--- config.mk ---
export PLATFORM = sky130hd
export DESIGN_NAME = idma_addr_gen
export DESIGN_NICKNAME = d
export VERILOG_FILES = /design/src/core/idma_pkg.sv /design/src/core/idma_addr_gen.sv
export SDC_FILE = /design/constraint.sdc
export NUM_CORES = 1
export LEC_CHECK = 0
export ABC_AREA = 0
export BUFFER_PORTS_ARGS = -buffer_cell sky130_fd_sc_hd__buf_2
export CAP_MARGIN = 40
export CORE_MARGIN = 2
export CORE_UTILIZATION = 30
export CTS_BUF_LIST = sky130_fd_sc_hd__clkbuf_4 sky130_fd_sc_hd__clkbuf_8
export CTS_CLUSTER_SIZE = 12
export DETAILED_ROUTE_END_ITERATION = 12
export MAX_ROUTING_LAYER = met4
export SYNTH_ARGS = -nofsm -noshare
export SYNTH_HDL_FRONTEND = slang
export SYNTH_SLANG_ARGS = --single-unit
--- constraint.sdc ---
create_clock -name clk_in -period 2.77 [get_ports clk_in]
set_input_delay 0.277 -clock clk_in [delete_from_list [all_inputs] [get_ports clk_in]]
set_output_delay 0.277 -clock clk_in [all_outputs]
set_load 0.03 [all_outputs]
--- src/core/idma_pkg.sv ---
// Purpose: Shared constants for the indirect data memory address generator.
// Assumes: 8-bit data memory, sectors of 256 bytes, one core clock.
// Notes:   Offsets are byte addresses inside sector 0.
package idma_pkg;
	localparam logic [7:0] ADDR_IND_ZERO   = 8'h00;
	localparam logic [7:0] ADDR_PTR_ZERO   = 8'h01;
	localparam logic [7:0] ADDR_IND_ONE    = 8'h02;
	localparam logic [7:0] ADDR_PTR_ONE_LO = 8'h03;
	localparam logic [7:0] ADDR_PTR_ONE_SC = 8'h04;
	localparam logic [7:0] ADDR_IND_TWO    = 8'h0C;
	localparam logic [7:0] ADDR_PTR_TWO_LO = 8'h0D;
	localparam logic [7:0] ADDR_PTR_TWO_SC = 8'h0E;
	// Bit 7 of the in-sector address splits special from general space.
	localparam int         GP_BIT          = 7;
	localparam logic [7:0] PTR_RESET       = 8'h00;
	localparam logic [7:0] ZERO_BYTE       = 8'h00;
	// Kind of target that an accepted access resolved to.
	localparam logic [1:0] KIND_ZERO       = 2'h0;
	localparam logic [1:0] KIND_RAM        = 2'h1;
	localparam logic [1:0] KIND_SFR        = 2'h2;
	localparam logic [1:0] KIND_PTR        = 2'h3;
endpackage : idma_pkg

--- src/core/idma_addr_gen.sv ---
// Purpose: Data memory address generation with pointers and indirect ports.
// Assumes: Requests are synchronous to clk_in; RAM and SFR reads are
//          combinational within the cycle their enable is high.
// Notes:   Access is taken at edge 1, memory strobe in cycle 1, read data
//          in cycle 2.
// What this block does
// - Indirect port accesses go to the location its pointer addresses.
// - Indirect port zero with pointer zero reaches sector 0 only.
// - Ports one and two: pointer high byte picks sector, low byte address.
// - Indirect ports store nothing; as registers they read 00H, ignore writes.
// - The five pointers are real registers, read and written like any other.
// - Extended direct accesses reach every sector; in sector 0 the port addresses still go through their pointers.
// - Extended address: upper bit is sector, low byte the address.
// - In sector 0 00H-7FH are special registers (other sectors read 00H there); in each sector 80H-FFH general RAM.
// - Unused special addresses in sector 0 get an SFR strobe and read what the SFR array returns.
`timescale 1ns/100ps
module idma_addr_gen #(
	parameter int NUM_SECT = 2,
	parameter int SECT_W   = 1
) (
	input  wire logic              clk_in,
	input  wire logic              rst_n_in,
	input  wire logic              acc_valid_in,
	input  wire logic              acc_write_in,
	input  wire logic              acc_ext_in,
	input  wire logic [8:0]        acc_addr_in,
	input  wire logic [7:0]        acc_wdata_in,
	output logic                   rd_valid_out,
	output logic [7:0]             rd_data_out,
	output logic                   ram_en_out,
	output logic                   ram_we_out,
	output logic [SECT_W+6:0]      ram_addr_out,
	output logic [7:0]             ram_wdata_out,
	input  wire logic [7:0]        ram_rdata_in,
	output logic                   sfr_en_out,
	output logic                   sfr_we_out,
	output logic [6:0]             sfr_addr_out,
	output logic [7:0]             sfr_wdata_out,
	input  wire logic [7:0]        sfr_rdata_in
);
	typedef struct packed {
		logic [7:0]        ptr0;
		logic [7:0]        ptr1_lo;
		logic [7:0]        ptr1_sc;
		logic [7:0]        ptr2_lo;
		logic [7:0]        ptr2_sc;
		logic              ram_en;
		logic              sfr_en;
		logic              we;
		logic [SECT_W+6:0] maddr;
		logic [7:0]        wdata;
		logic              rd_pend;
		logic [1:0]        kind;
		logic [7:0]        ldata;
		logic              rd_valid;
		logic [7:0]        rd_data;
	} idma_state_t;

	localparam logic [7:0] ZERO_BYTE_C = idma_pkg::ZERO_BYTE;

	idma_state_t st;
	idma_state_t next_st;

	always_comb begin
		logic [7:0] sect;
		logic [7:0] addr;
		logic [1:0] kind;
		sect = ZERO_BYTE_C;
		addr = ZERO_BYTE_C;
		kind = idma_pkg::KIND_ZERO;
		next_st = st;
		next_st.ram_en = 1'b0;
		next_st.sfr_en = 1'b0;
		next_st.rd_pend = 1'b0;
		next_st.rd_valid = 1'b0;
		// Second stage: pick up the data of the strobe that went out at the last edge and is high this cycle.
		if (st.rd_pend) begin
			next_st.rd_valid = 1'b1;
			case (st.kind)
				idma_pkg::KIND_RAM: next_st.rd_data = ram_rdata_in;
				idma_pkg::KIND_SFR: next_st.rd_data = sfr_rdata_in;
				idma_pkg::KIND_PTR: next_st.rd_data = st.ldata;
				default:            next_st.rd_data = ZERO_BYTE_C;
			endcase
		end
		// Standard instructions see sector 0 only; extended ones carry the
		// sector in the ninth bit.
		if (acc_ext_in) begin
			sect = {7'h00, acc_addr_in[8]};
		end
		addr = acc_addr_in[7:0];
		if (sect == ZERO_BYTE_C) begin
			case (addr)
				idma_pkg::ADDR_IND_ZERO: begin
					sect = ZERO_BYTE_C;
					addr = st.ptr0;
				end
				idma_pkg::ADDR_IND_ONE: begin
					sect = st.ptr1_sc;
					addr = st.ptr1_lo;
				end
				idma_pkg::ADDR_IND_TWO: begin
					sect = st.ptr2_sc;
					addr = st.ptr2_lo;
				end
				default: addr = acc_addr_in[7:0];
			endcase
		end
		// A pointer that names an indirect port again lands on the port as a
		// plain register, so there is no chained indirection to resolve.
		if (sect >= 8'(NUM_SECT)) begin
			kind = idma_pkg::KIND_ZERO;
		end else if (addr[idma_pkg::GP_BIT]) begin
			kind = idma_pkg::KIND_RAM;
		end else if (sect != ZERO_BYTE_C) begin
			kind = idma_pkg::KIND_ZERO;
		end else begin
			case (addr)
				idma_pkg::ADDR_IND_ZERO,
				idma_pkg::ADDR_IND_ONE,
				idma_pkg::ADDR_IND_TWO:    kind = idma_pkg::KIND_ZERO;
				idma_pkg::ADDR_PTR_ZERO,
				idma_pkg::ADDR_PTR_ONE_LO,
				idma_pkg::ADDR_PTR_ONE_SC,
				idma_pkg::ADDR_PTR_TWO_LO,
				idma_pkg::ADDR_PTR_TWO_SC: kind = idma_pkg::KIND_PTR;
				default:                   kind = idma_pkg::KIND_SFR;
			endcase
		end
		if (acc_valid_in) begin
			next_st.kind = kind;
			next_st.we = acc_write_in;
			next_st.maddr = {sect[SECT_W-1:0], addr[6:0]};
			next_st.wdata = acc_wdata_in;
			next_st.ram_en = (kind == idma_pkg::KIND_RAM);
			next_st.sfr_en = (kind == idma_pkg::KIND_SFR);
			next_st.rd_pend = !acc_write_in;
			case (addr)
				idma_pkg::ADDR_PTR_ZERO:   next_st.ldata = st.ptr0;
				idma_pkg::ADDR_PTR_ONE_LO: next_st.ldata = st.ptr1_lo;
				idma_pkg::ADDR_PTR_ONE_SC: next_st.ldata = st.ptr1_sc;
				idma_pkg::ADDR_PTR_TWO_LO: next_st.ldata = st.ptr2_lo;
				idma_pkg::ADDR_PTR_TWO_SC: next_st.ldata = st.ptr2_sc;
				default:                   next_st.ldata = ZERO_BYTE_C;
			endcase
			// A write that lands on a pointer, directly or through a port,
			// updates it, and the very next request already sees the value.
			if (acc_write_in && kind == idma_pkg::KIND_PTR) begin
				case (addr)
					idma_pkg::ADDR_PTR_ZERO:   next_st.ptr0 = acc_wdata_in;
					idma_pkg::ADDR_PTR_ONE_LO: next_st.ptr1_lo = acc_wdata_in;
					idma_pkg::ADDR_PTR_ONE_SC: next_st.ptr1_sc = acc_wdata_in;
					idma_pkg::ADDR_PTR_TWO_LO: next_st.ptr2_lo = acc_wdata_in;
					idma_pkg::ADDR_PTR_TWO_SC: next_st.ptr2_sc = acc_wdata_in;
					default:                   next_st.ptr0 = st.ptr0;
				endcase
			end
		end
	end

	always_ff @(posedge clk_in or negedge rst_n_in) begin
		if (!rst_n_in) begin
			st <= '0;
			st.ptr0 <= idma_pkg::PTR_RESET;
			st.ptr1_lo <= idma_pkg::PTR_RESET;
			st.ptr1_sc <= idma_pkg::PTR_RESET;
			st.ptr2_lo <= idma_pkg::PTR_RESET;
			st.ptr2_sc <= idma_pkg::PTR_RESET;
		end else begin
			st <= next_st;
		end
	end

	assign rd_valid_out  = st.rd_valid;
	assign rd_data_out   = st.rd_data;
	assign ram_en_out    = st.ram_en;
	assign ram_we_out    = st.ram_en & st.we;
	assign ram_addr_out  = st.maddr;
	assign ram_wdata_out = st.wdata;
	assign sfr_en_out    = st.sfr_en;
	assign sfr_we_out    = st.sfr_en & st.we;
	assign sfr_addr_out  = st.maddr[6:0];
	assign sfr_wdata_out = st.wdata;

	// Standard requests see sector 0 only, so the port mappings are checked
	// on them; extended requests have decode checks of their own.
	wire std_req = acc_valid_in && !acc_ext_in;
endmodule : idma_addr_gen

Word level (Yosys, flattened, before mapping)
Memories as Yosys holds them, arrays and structs flattened.
Cells that the tools add are included.
Storage, ports and cells
  input port bits: 38
  word-level logic and storage cells: 56
  register bits after elaboration: 79
  memories: 1
  bits in read-only memories: 32
  output and inout port bits: 44
Cells by class
  equal/unequal tests: 13
  bitwise logic cells: 2
  reduce and logical (&&, ||, !) cells: 11
  multiplexer cells: 13
  $lt $le $gt $ge: 1
Memories
  (name not given): depth 16, width 2, rd ports 1, clocked after memory_dff 0, wr ports 0, RTL line idma_addr_gen.sv:118  | case (addr)
Operator list (number)
  one-hot mux 8 bit (3 select lines): 3
  one-hot mux 8 bit (5 select lines): 1
  two-way mux 30 bit: 1
  equality test 8 x 4 -> 1 bit (second input constant): 3
  equality test 8 x 2 -> 1 bit (second input constant): 2
  zero test 8 bit: 2
  two-way mux 8 bit: 2
  AND reduction 3 bit: 5
  two-way mux 9 bit: 1
  equality test 2 bit (second input constant): 4
  equality test 8 x 1 -> 1 bit (second input constant): 1
  equality test 8 x 3 -> 1 bit (second input constant): 1
  greater-or-equal comparator 8 x 2 -> 1 bit (second input constant): 1
  two-way mux 2 bit: 4
  nonzero test 8 bit: 1
  equality test 2 x 1 -> 1 bit (second input constant): 2
  zero test 4 bit: 1
  bitwise AND 1 bit: 2
  logical AND 1 bit: 1
  zero test 1 bit: 1
  two-way mux 1 bit: 1

Longest topological paths before layout
Gate-level depths: netlist (run 1).
  depth in word-level cells: 11
  mapped depth: 13

Least setup slack after synthesis (run 1)
No wires, ideal clock.
  path type: input-to-reg
  start point: in acc_addr_in[1]
  end point: reg st[39] (netlist bit)
  path slack: -141 ps
  stages on the path: 10
  arrival: 2783 ps
  setup time: 128 ps
  path through: buf_4 -> nor3b_2 -> buf_4 -> a211o_1 -> a31oi_1 -> ha_1 -> o221ai_1 -> nor4_4 -> nand4_4 -> mux2_1
Between the ends
  cells in the longest elaborated chain, start to end: 11
Ends and longest elaborated chain
  from (decl): RTL line idma_addr_gen.sv:26  | input wire logic [8:0] acc_addr_in,
  equality test 8 x 4 -> 1 bit (tied with other cells): RTL line idma_addr_gen.sv:93  | case (addr)
  one-hot mux 8 bit (3 select lines): RTL line idma_addr_gen.sv:93
  two-way mux 8 bit: RTL line idma_addr_gen.sv:92  | if (sect == ZERO_BYTE_C) begin
  memory read (16 x 2 bit) / zero test 4 bit (equally long branches)
  two-way mux 2 bit: RTL line idma_addr_gen.sv:118
  two-way mux 2 bit: RTL line idma_addr_gen.sv:115  | end else if (sect != ZERO_BYTE_C) begin
  two-way mux 2 bit: RTL line idma_addr_gen.sv:113  | end else if (addr[idma_pkg::GP_BIT]) begin
  two-way mux 2 bit: RTL line idma_addr_gen.sv:111  | if (sect >= 8'(NUM_SECT)) begin
  equality test 2 bit: RTL line idma_addr_gen.sv:148  | if (acc_write_in && kind == idma_pkg::KIND_PTR) begin
  logical AND 1 bit: RTL line idma_addr_gen.sv:148
  AND reduction 3 bit (no source line) (*)
  to (signal assigned): RTL line idma_addr_gen.sv:170  | st <= next_st;
  to (decl): RTL line idma_addr_gen.sv:61  | idma_state_t st;
Every way passes the cells marked *; elsewhere a longest branch is shown, timed or not.
A chain may end at the register's enable or synchronous reset.

Worst setup path after layout (run 1)
  start point: reg st[47] (netlist bit)
  end point: reg st[43] (netlist bit)
Between the ends
  cells in the longest elaborated chain, start to end: 10
Ends and longest elaborated chain (RTL line)
  one-hot mux 8 bit (3 select lines) (*): idma_addr_gen.sv:93
  two-way mux 8 bit (*): idma_addr_gen.sv:92
  memory read (16 x 2 bit)
  two-way mux 2 bit: idma_addr_gen.sv:118
  two-way mux 2 bit: idma_addr_gen.sv:115
  two-way mux 2 bit: idma_addr_gen.sv:113
  two-way mux 2 bit: idma_addr_gen.sv:111
  equality test 2 bit: idma_addr_gen.sv:148
  logical AND 1 bit: idma_addr_gen.sv:148
  AND reduction 3 bit (no source line) (*)
Marked as above.

==> results of run 1 <==
## per-layer routing
layer / global-route usage, % / wire [um] / share of wire [%]
met3: 2.76 / 503 / 4.2
met5: - / 0 / 0
met2: 24.5 / 5640 / 47
met1: 21.4 / 5720 / 47
met4: 6.40 / 223 / 1.8
## power by group through the flow
stage | Combinational (uW) | Clock (uW) | Sequential (uW)
detailed placement | 519 | 0 | 1280
finish | 520 | 993 | 1260
global placement | 508 | 0 | 1280
CTS | 521 | 1030 | 1260
floorplan | 412 | 0 | 1270
global route | 560 | 1080 | 1270
## layout make-up
type | count | area [sq um]
sequential | 79 | 1980
clock inverter | 6 | 93.8
tap | 184 | 230
clock buffer | 10 | 131
multi-input combinational | 256 | 2040
inverter | 3 | 11.3
timing repair buffer | 136 | 931
fill | 1469 | 9120
## critical path, delay by kind of cell (launching register included)
family	cells	cell delay [ns]
DFF	1	0.41
adders and majority gates	1	0.25
buffers and inverters	2	0.32
and+or+nand+nor	4	0.68
muxes	1	0.37
AOI/OAI and AO/OA	2	0.52
## worst max-delay path by stage
stage                  end  depth (start not counted)
floorplan           st[55]                         10
global placement    st[53]                          8
detailed placement  st[54]                          8
CTS                 st[47]                          9
global route        st[43]                         10
finish              st[43]                         10
## per-stage QoR
| step | instances | total power (uW) | TNS [ns] |
|---|---|---|---|
| CTS | 672 | 2810 | 0 |
| detailed placement | 655 | 1800 | -6.11 |
| global placement | 654 | 1790 | -7.62 |
| global route | 674 | 2910 | 0 |
| floorplan | 404 | 1680 | 0 |
| finish | 674 | 2770 | 0 |
## synthesized netlist by cell type (2+ instances only)
cell and n:
a22o_1 8, nand3_1 9, o31ai_1 2, clkbuf_1 9
nor4_1 3, buf_1 3, nor2_1 28, dfrtp_1 79
and3_1 3, and2_1 4, nand4_4 2, a211oi_1 6
nand2_1 15, o21ai_0 19, and4_1 2, and4b_1 6
a22oi_1 17, ha_1 4, a21oi_1 19, mux2_2 49
o31a_2 2, nor4_4 2, buf_6 4, nor3_1 2
o41ai_1 2, buf_4 47, o22a_1 9, buf_2 2
nor2b_1 2, nor4b_1 7, mux2_1 10, inv_1 3
a21boi_0 2
## sequential cells by signal (all words and copies together) (netlist names)
name,cells
ram_en_out,1
ram_wdata_out,8
rd_data_out,8
sfr_en_out,1
ram_addr_out,8
rd_valid_out,1
st,52
## repair_timing
action / 4_1_cts / 5_1_grt
hold buffers: 1 / 0
resized for setup: 0 / 2
hold endpoints to repair: 18 / 0
buffers inserted: 0 / 2
setup endpoints to repair: 0 / 21
## cell families after synthesis
kind of cell               Yosys count  synth area share (%)
buffers and inverters               69                  10.6
AOI/OAI and AO/OA                   98                  15.5
muxes                               59                  14.9
adders and majority gates            4                  1.12
and+or+nand+nor                     95                  13.7
DFF                                 79                  44.2
==> summary.md, run 1 <==
| Metric | Value |
|---|---|
| Status | completed |
| Worst Reg-to-Reg Cells | 10 |
| Worst slew margin | 59.9% |
| Period minus WS final | 2.66 ns |
| Worst skew pair latency | 0.38 ns |
| Switching Share | between 30% and 40% |
| Setup Skew | between 0.01 and 0.015 ns |
| Yosys warns | 0 |
| Vias per cell | around 5.0 |
| ANT cells | 0 |
| Synth area leaders | dfrtp_1 (44%), mux2_2 (12%), buf_4 (7.9%) |
| Number of DRC markers in iteration 0 | 157 |
| DR WL/cell | around 18 um |
| Pwr dens | a little over 500 nW/um^2 |
| DRT Pass-1 Iters | 4 |
| Synth Area per Inst | about 11 sq um |
| First-pass GRT wire length | a little under 20000 um |
| Hold depth | 2 |
| Critical Path Most Common Cell | buf_4 |
| Grt total ovfl | 0 |
| TritonCTS buffer count | 9 |
| P_int | between 1500 and 2000 uW |
| Final RePlAce weighted congestion | between 0.8 and 0.9 |
| Unique masters post-synth | between 50 and 60 |
| HPWL after detailed placement | 9170 um |
| Synthesized flop and latch total | approximately 80 |
| Max Freq | ~380 MHz |
| Mapped Area | about 4500 sq um |
| R2R Setup Slk | approximately 0.11 ns |
| Tcrit/Tclk final | 96.2% |
| Antenna Violating Nets Remaining | 0 |
| Critical path, cell by cell | and4b_1 > a211o_1 > a31oi_2 > ha_2 > nor4_1 > buf_4 > nor4_4 > buf_4 > nand4_4 > mux2_1 |
| RSZ-0062 raised after global routing | false |
| Core Region | 14500 sq um |
| # nets final | roughly 530 |
| Antenna violations before repair | 0 |
| HP Start | acc_write_in |
| Most frequent cells in the layout | buf_2 (80), dfrtp_1 (79), mux2_2 (49), buf_4 (47), nor2_1 (28) |
| Leak | around 0.0025 uW |
| Final Util | 37.3% |
| Top_reg_cell synth | dfrtp_1 |
| Final hold vios | 0 |
| Final Slew Violations | 0 |
| Vias in the first global route | roughly 3500 |
| Power share of the clock group | 35.8% |
| Tightest Pin Transition | between 0.5 and 0.6 ns |
| Switch Pwr | about 840 uW |
| Post-DP Area | ~5200 sq um |
| Max incr delay on CP | about 0.41 ns |
| Combinational share of power | between 10% and 20% |
| Final setup fails | 0 |
| H-tree depth | 3 |
| Synth Instances | around 400 |
| Deepest clock path buffer count | 2 |
| Via count | 3400 |
| Layout cell share with drive strength beyond 1 | ~45% |
| CTS tree | yes |
| Starting Density | between 30% and 40% |
| CP Launch Type | register |
| Commonest non-fill, non-tap cell in the layout | buf_2 |
| Worst Hold End | st[19] |
| Final Instance Area | around 5400 sq um |
| Crit Path Class | reg2reg |
| Crit-path max FO | 8 |
| Pre-CTS setup slack | -0.183 ns |
| Async S/R FF share, synth | 100% |
| Worst hold margin | slightly below 0.08 ns |
| Area grow syn2layout | 21.2% |
| Crit path DAT | between 2 and 3 ns |
| Largest net degree at the start of global routing | just over 60 |
| GRT Overall Usage | 16.1% |
| Clk slew on worst S/H paths | about 0.090 ns |
| Reg2reg end | st[43] |
| Die area | around 16000 sq um |
| Clk sinks | 79 |
| Worst setup EP type | register |
| Fin worst setup slack | between 0.1 and 0.15 ns |
| Seq pwr share | 45.4% |
| Port bufs | 81 |
| WL final | 12100 um |
| Row Count | 44 |
| Slowest CP cell | dfrtp_1 |
| Die height | 126 um |
| Launching point of the worst reg2reg path | st[47] |
| Chip width | roughly 130 um |
| Root Driver | clkbuf_8 |
| Maximum vdd drop | between 0.2 and 0.25 mV |
| Number of flops mapped to enable cells by yosys | 0 |
| WP data required | about 3.0 ns |
| Max cap viols | 0 |
| Syn nets | between 400 and 500 |
| Seq/Total Area, Yosys | between 40 and 50% |
| Cell taking the most area after synthesis | dfrtp_1 |
| Io pins | approximately 80 |
| Worst setup path start | st[47] |
| DRC | 0 |
| Worst hold path type | in2reg |
| Post-synth top area share | 44.2% |
(Power assumes the default switching activity.)
==> run 2: changes to the inputs <==
--- a/config.mk
+++ b/config.mk
@@ -5,7 +5,7 @@
 export SDC_FILE = /design/constraint.sdc
 export NUM_CORES = 1
 export LEC_CHECK = 0
-export ABC_AREA = 0
+export ABC_AREA = 1
 export BUFFER_PORTS_ARGS = -buffer_cell sky130_fd_sc_hd__buf_2
 export CAP_MARGIN = 40
 export CORE_MARGIN = 2
@@ -13,7 +13,6 @@
 export CTS_BUF_LIST = sky130_fd_sc_hd__clkbuf_4 sky130_fd_sc_hd__clkbuf_8
 export CTS_CLUSTER_SIZE = 12
 export DETAILED_ROUTE_END_ITERATION = 12
-export MAX_ROUTING_LAYER = met4
 export SYNTH_ARGS = -nofsm -noshare
 export SYNTH_HDL_FRONTEND = slang
 export SYNTH_SLANG_ARGS = --single-unit
==> summary.md, run 2 <==
| Metric | Value |
|---|---|
| Setup TNS | 0 ns (unchanged) |
| Maximum vdd drop | 0.324 mV (+42%) |
| Delay-heaviest family, CP | simple AND/OR/NAND/NOR gates |
| Critical path, cell by cell | buf_2 > inv_2 > nand2_1 > nor2_4 > nand2_2 > o22ai_1 > a211oi_1 > a21oi_1 > inv_1 > ha_1 > nand3_1 > a21oi_2 > nand3_4 > a21oi_4 > buf_12 > nand4_1 > nand2_1 |
| Most used standard cell by instance count after synthesis | nand2_1 |
| Critical Path Most Common Cell | nand2_1 |
| Worst slew margin | 45.3% (-15 points) |
| P_int | 1800 uW (-6.6%) |
| Final hold vios | 0 (unchanged) |
| DRT Pass-1 Iters | 4 (unchanged) |
| Max cap viols | 0 (unchanged) |
| Most frequent cells in the layout | nand2_1 (204), buf_2 (80), dfrtp_1 (79), inv_1 (49), nand4_1 (42) |
| Power share of the clock group | 33.3% (-2.5 points) |
| Clk slew on worst S/H paths | 0.08 ns (about the same) |
| Commonest non-fill, non-tap cell in the layout | nand2_1 |
| ANT cells | 0 (unchanged) |
| Io pins | 82 (unchanged) |
| R2R Setup Slk | 0.45 ns (+0.34 ns) |
| Antenna violations before repair | 0 (unchanged) |
| Die area | 16900 sq um (+6.0%) |
| Max Freq | 430 MHz (+15%) |
| Leak | 0.00276 uW (+9.5%) |
| CTS tree | yes |
| Synth Instances | 598 (+48%) |
| Grt total ovfl | 0 (unchanged) |
| Largest net degree at the start of global routing | 63 (+1.6%) |
| Seq/Total Area, Yosys | 41.6% (-2.6 points) |
| Layout cell share with drive strength beyond 1 | 25.2% (-20 points) |
| RSZ-0062 raised after global routing | false |
| Switch Pwr | 812 uW (-3.7%) |
| Die height | 130 um (+3.0%) |
| Yosys warns | 0 (unchanged) |
| Number of DRC markers in iteration 0 | 288 (+83%) |
| Combinational share of power | 18.7% (about the same) |
| Number of fill cells | 1658 (+13%) |
| WP data required | 3.06 ns (+0.03 ns) |
| Worst hold path type | in2reg |
| Storage element area | 1980 sq um (unchanged) |
| Launching point of the worst reg2reg path | st[63] |
| Tightest Pin Transition | 0.820 ns (+0.222 ns) |
| Max incr delay on CP | 0.28 ns (-0.13 ns) |
| DRC | 0 (unchanged) |
| Crit-path max FO | 40 (+32) |
| HPWL after detailed placement | 9050 um (-1.3%) |
| CP Launch Type | input port |
| Deepest clock path buffer count | 2 (unchanged) |
| Vias per cell | 4.65 (-7.8%) |
| Worst setup EP type | register |
| Cell taking the most area after synthesis | dfrtp_1 |
| Root Driver | clkbuf_8 |
| Period minus WS final | 2.33 ns (-0.338 ns) |
| Worst Hold End | st[19] |
| Dpl cells | 847 (+29%) |
| Bufs and invs on worst path | 4 (+2) |
| Status | completed |
| Unique masters post-synth | 31 (-45%) |
| Worst skew pair latency | 0.36 ns (-0.02 ns) |
| Final setup fails | 0 (unchanged) |
| Final Slew Violations | 0 (unchanged) |
| DR WL/cell | 14.0 um (-22%) |
| Footprint of the multi-input gates | 2100 sq um (+2.7%) |
| Antenna Violating Nets Remaining | 0 (unchanged) |
| Top reg by flops | st |
| Core Region | 15300 sq um (+5.4%) |
| H-tree depth | 3 (unchanged) |
| Vias in the first global route | 3812 (+9.9%) |
| Pwr dens | 490 nW/um^2 (-4.3%) |
| Synth Area per Inst | 7.94 sq um (-28%) |
| Mapped Area | 4750 sq um (+6.2%) |
| Chip width | 130 um (+3.0%) |
| # nets final | 690 (+31%) |
| WL final | 12100 um (about the same) |
| Seq pwr share | 48.0% (+2.6 points) |
| PnR Total Power | 2610 uW (-5.7%) |
| Final RePlAce weighted congestion | 0.818 (-4.4%) |
| Synth area leaders | dfrtp_1 (42%), nand2_1 (16%), buf_4 (6.5%) |
| TritonCTS buffer count | 9 (unchanged) |
| GRT Overall Usage | 15.1% (-1.0 points) |
| Async S/R FF share, synth | 100% (unchanged) |
| Reg2reg end | st[14] |
| Via count | 4013 (+18%) |
| Post-synth top cells | nand2_1 (204), dfrtp_1 (79), inv_1 (49) |
| Slowest CP cell | ha_1 |
| First-pass GRT wire length | 19700 um (+2.3%) |
| Syn nets | 640 (+43%) |
| Top_reg_cell synth | dfrtp_1 |
| Worst Reg-to-Reg Cells | 14 (+4) |
| Setup Skew | 0.0148 ns (+0.00358 ns) |
| Postcts setup bufs | 0 (unchanged) |
| Area grow syn2layout | 12.3% |
| Crit Path Class | in2reg |
| HP Start | acc_write_in |
| Starting Density | 31.0% (+0.25 points) |
| Port bufs | 81 (unchanged) |
| Switching Share | 31.1% (+0.65 points) |
| Crit path DAT | 2.61 ns (-0.32 ns) |
| Tcrit/Tclk final | 84.0% (-12 points) |
| Post-synth top area share | 41.6% (-2.6 points) |
| Non-filler cells, final | 863 (+28%) |
| Max reg flops | 52 (unchanged) |
| Clk sinks | 79 (unchanged) |
| Number of flops mapped to enable cells by yosys | 0 (unchanged) |
| Synthesized flop and latch total | 79 (unchanged) |
| Hold depth | 2 (unchanged) |
| Row Count | 45 (+2.3%) |
[run 2: cell types whose count changed after synthesis, sizes merged, moves of 7 or more]
cell   before  now
nor2       28   38
inv         3   58
a22o        8    0
and4b       7    0
nand3       9   36
nor4b       7    0
a22oi      18    0
o21ai      19   30
nand2      15  216
o22a        9    0
mux2       59    8
nand4       2   48
[run 2: how the worst max path moves through the flow]
| stage | startpoint | to | slack (ns) | depth (start not counted) |
|---|---|---|---|---|
| 2_1_floorplan | acc_addr_in[5] | st[39] | 0.40 | 16 |
| 3_3_place_gp | acc_addr_in[4] | st[14] | 0.09 | 19 |
| 3_5_place_dp | acc_addr_in[4] | st[14] | 0.08 | 19 |
| 4_1_cts | st[63] | st[14] | 0.43 | 14 |
| 5_1_grt | acc_addr_in[0] | st[65] | 0.15 | 18 |
| 6_report | acc_addr_in[0] | st[74] | 0.44 | 17 |
[run 2: stage by stage]
| step | hold WS, ns | utilization (%) | setup WS (ns) | instance area [sq um] |
|---|---|---|---|---|
| 3_5_place_dp | 0.175 | 33.5 | 0.0796 | 5130 |
| 4_1_cts | 0.0708 | 34.8 | 0.427 | 5340 |
| 2_1_floorplan | -0.0186 | - | 0.396 | 4750 |
| 3_3_place_gp | 0.454 | 33.3 | 0.0890 | 5100 |
| 6_report | 0.0871 | 34.8 | 0.444 | 5340 |
| 5_1_grt | 0.0744 | 34.8 | 0.150 | 5340 |
[run 2: area by class of cell]
type | count | area share (%)
inverter | 61 | 4.36
multi-input combinational | 401 | 39.3
clock buffer | 10 | 2.58
tap | 211 | 4.95
timing repair buffer | 96 | 10.6
clock inverter | 5 | 1.10
sequential | 79 | 37.1
[run 2: power groups by stage]
stage               Combinational [uW]  Sequential [uW]  Clock [uW]
floorplan                          408             1270           0
global placement                   490             1280           0
detailed placement                 496             1280           0
CTS                                498             1260         893
global route                       537             1260         936
finish                             489             1250         869
[run 2: repair_timing]
| item | CTS | global route |
|---|---|---|
| gates resized for setup | 0 | 0 |
| hold buffers | 1 | 0 |
| endpoints found under the hold margin | 17 | 0 |
| setup endpoints to repair | 0 | 0 |
[run 2: cell families (layout without fill, tap and decap cells)]
kind of cell	Yosys count	count (layout)	synth area share [%]
mux	8	8	1.90
buf+inv	118	172	14.2
flops	79	79	41.6
fa+ha+maj	4	4	1.05
compound gates	51	51	6.45
simple gates	338	338	34.7
[run 2: metal layers]
metal	vias to the layer above	share of wire, %	track usage [%]
met5	-	0	0
met4	0	2.9	5.76
met3	21	4.7	2.95
met2	120	47	24.8
met1	1871	46	19.7
li1	2001	-	-
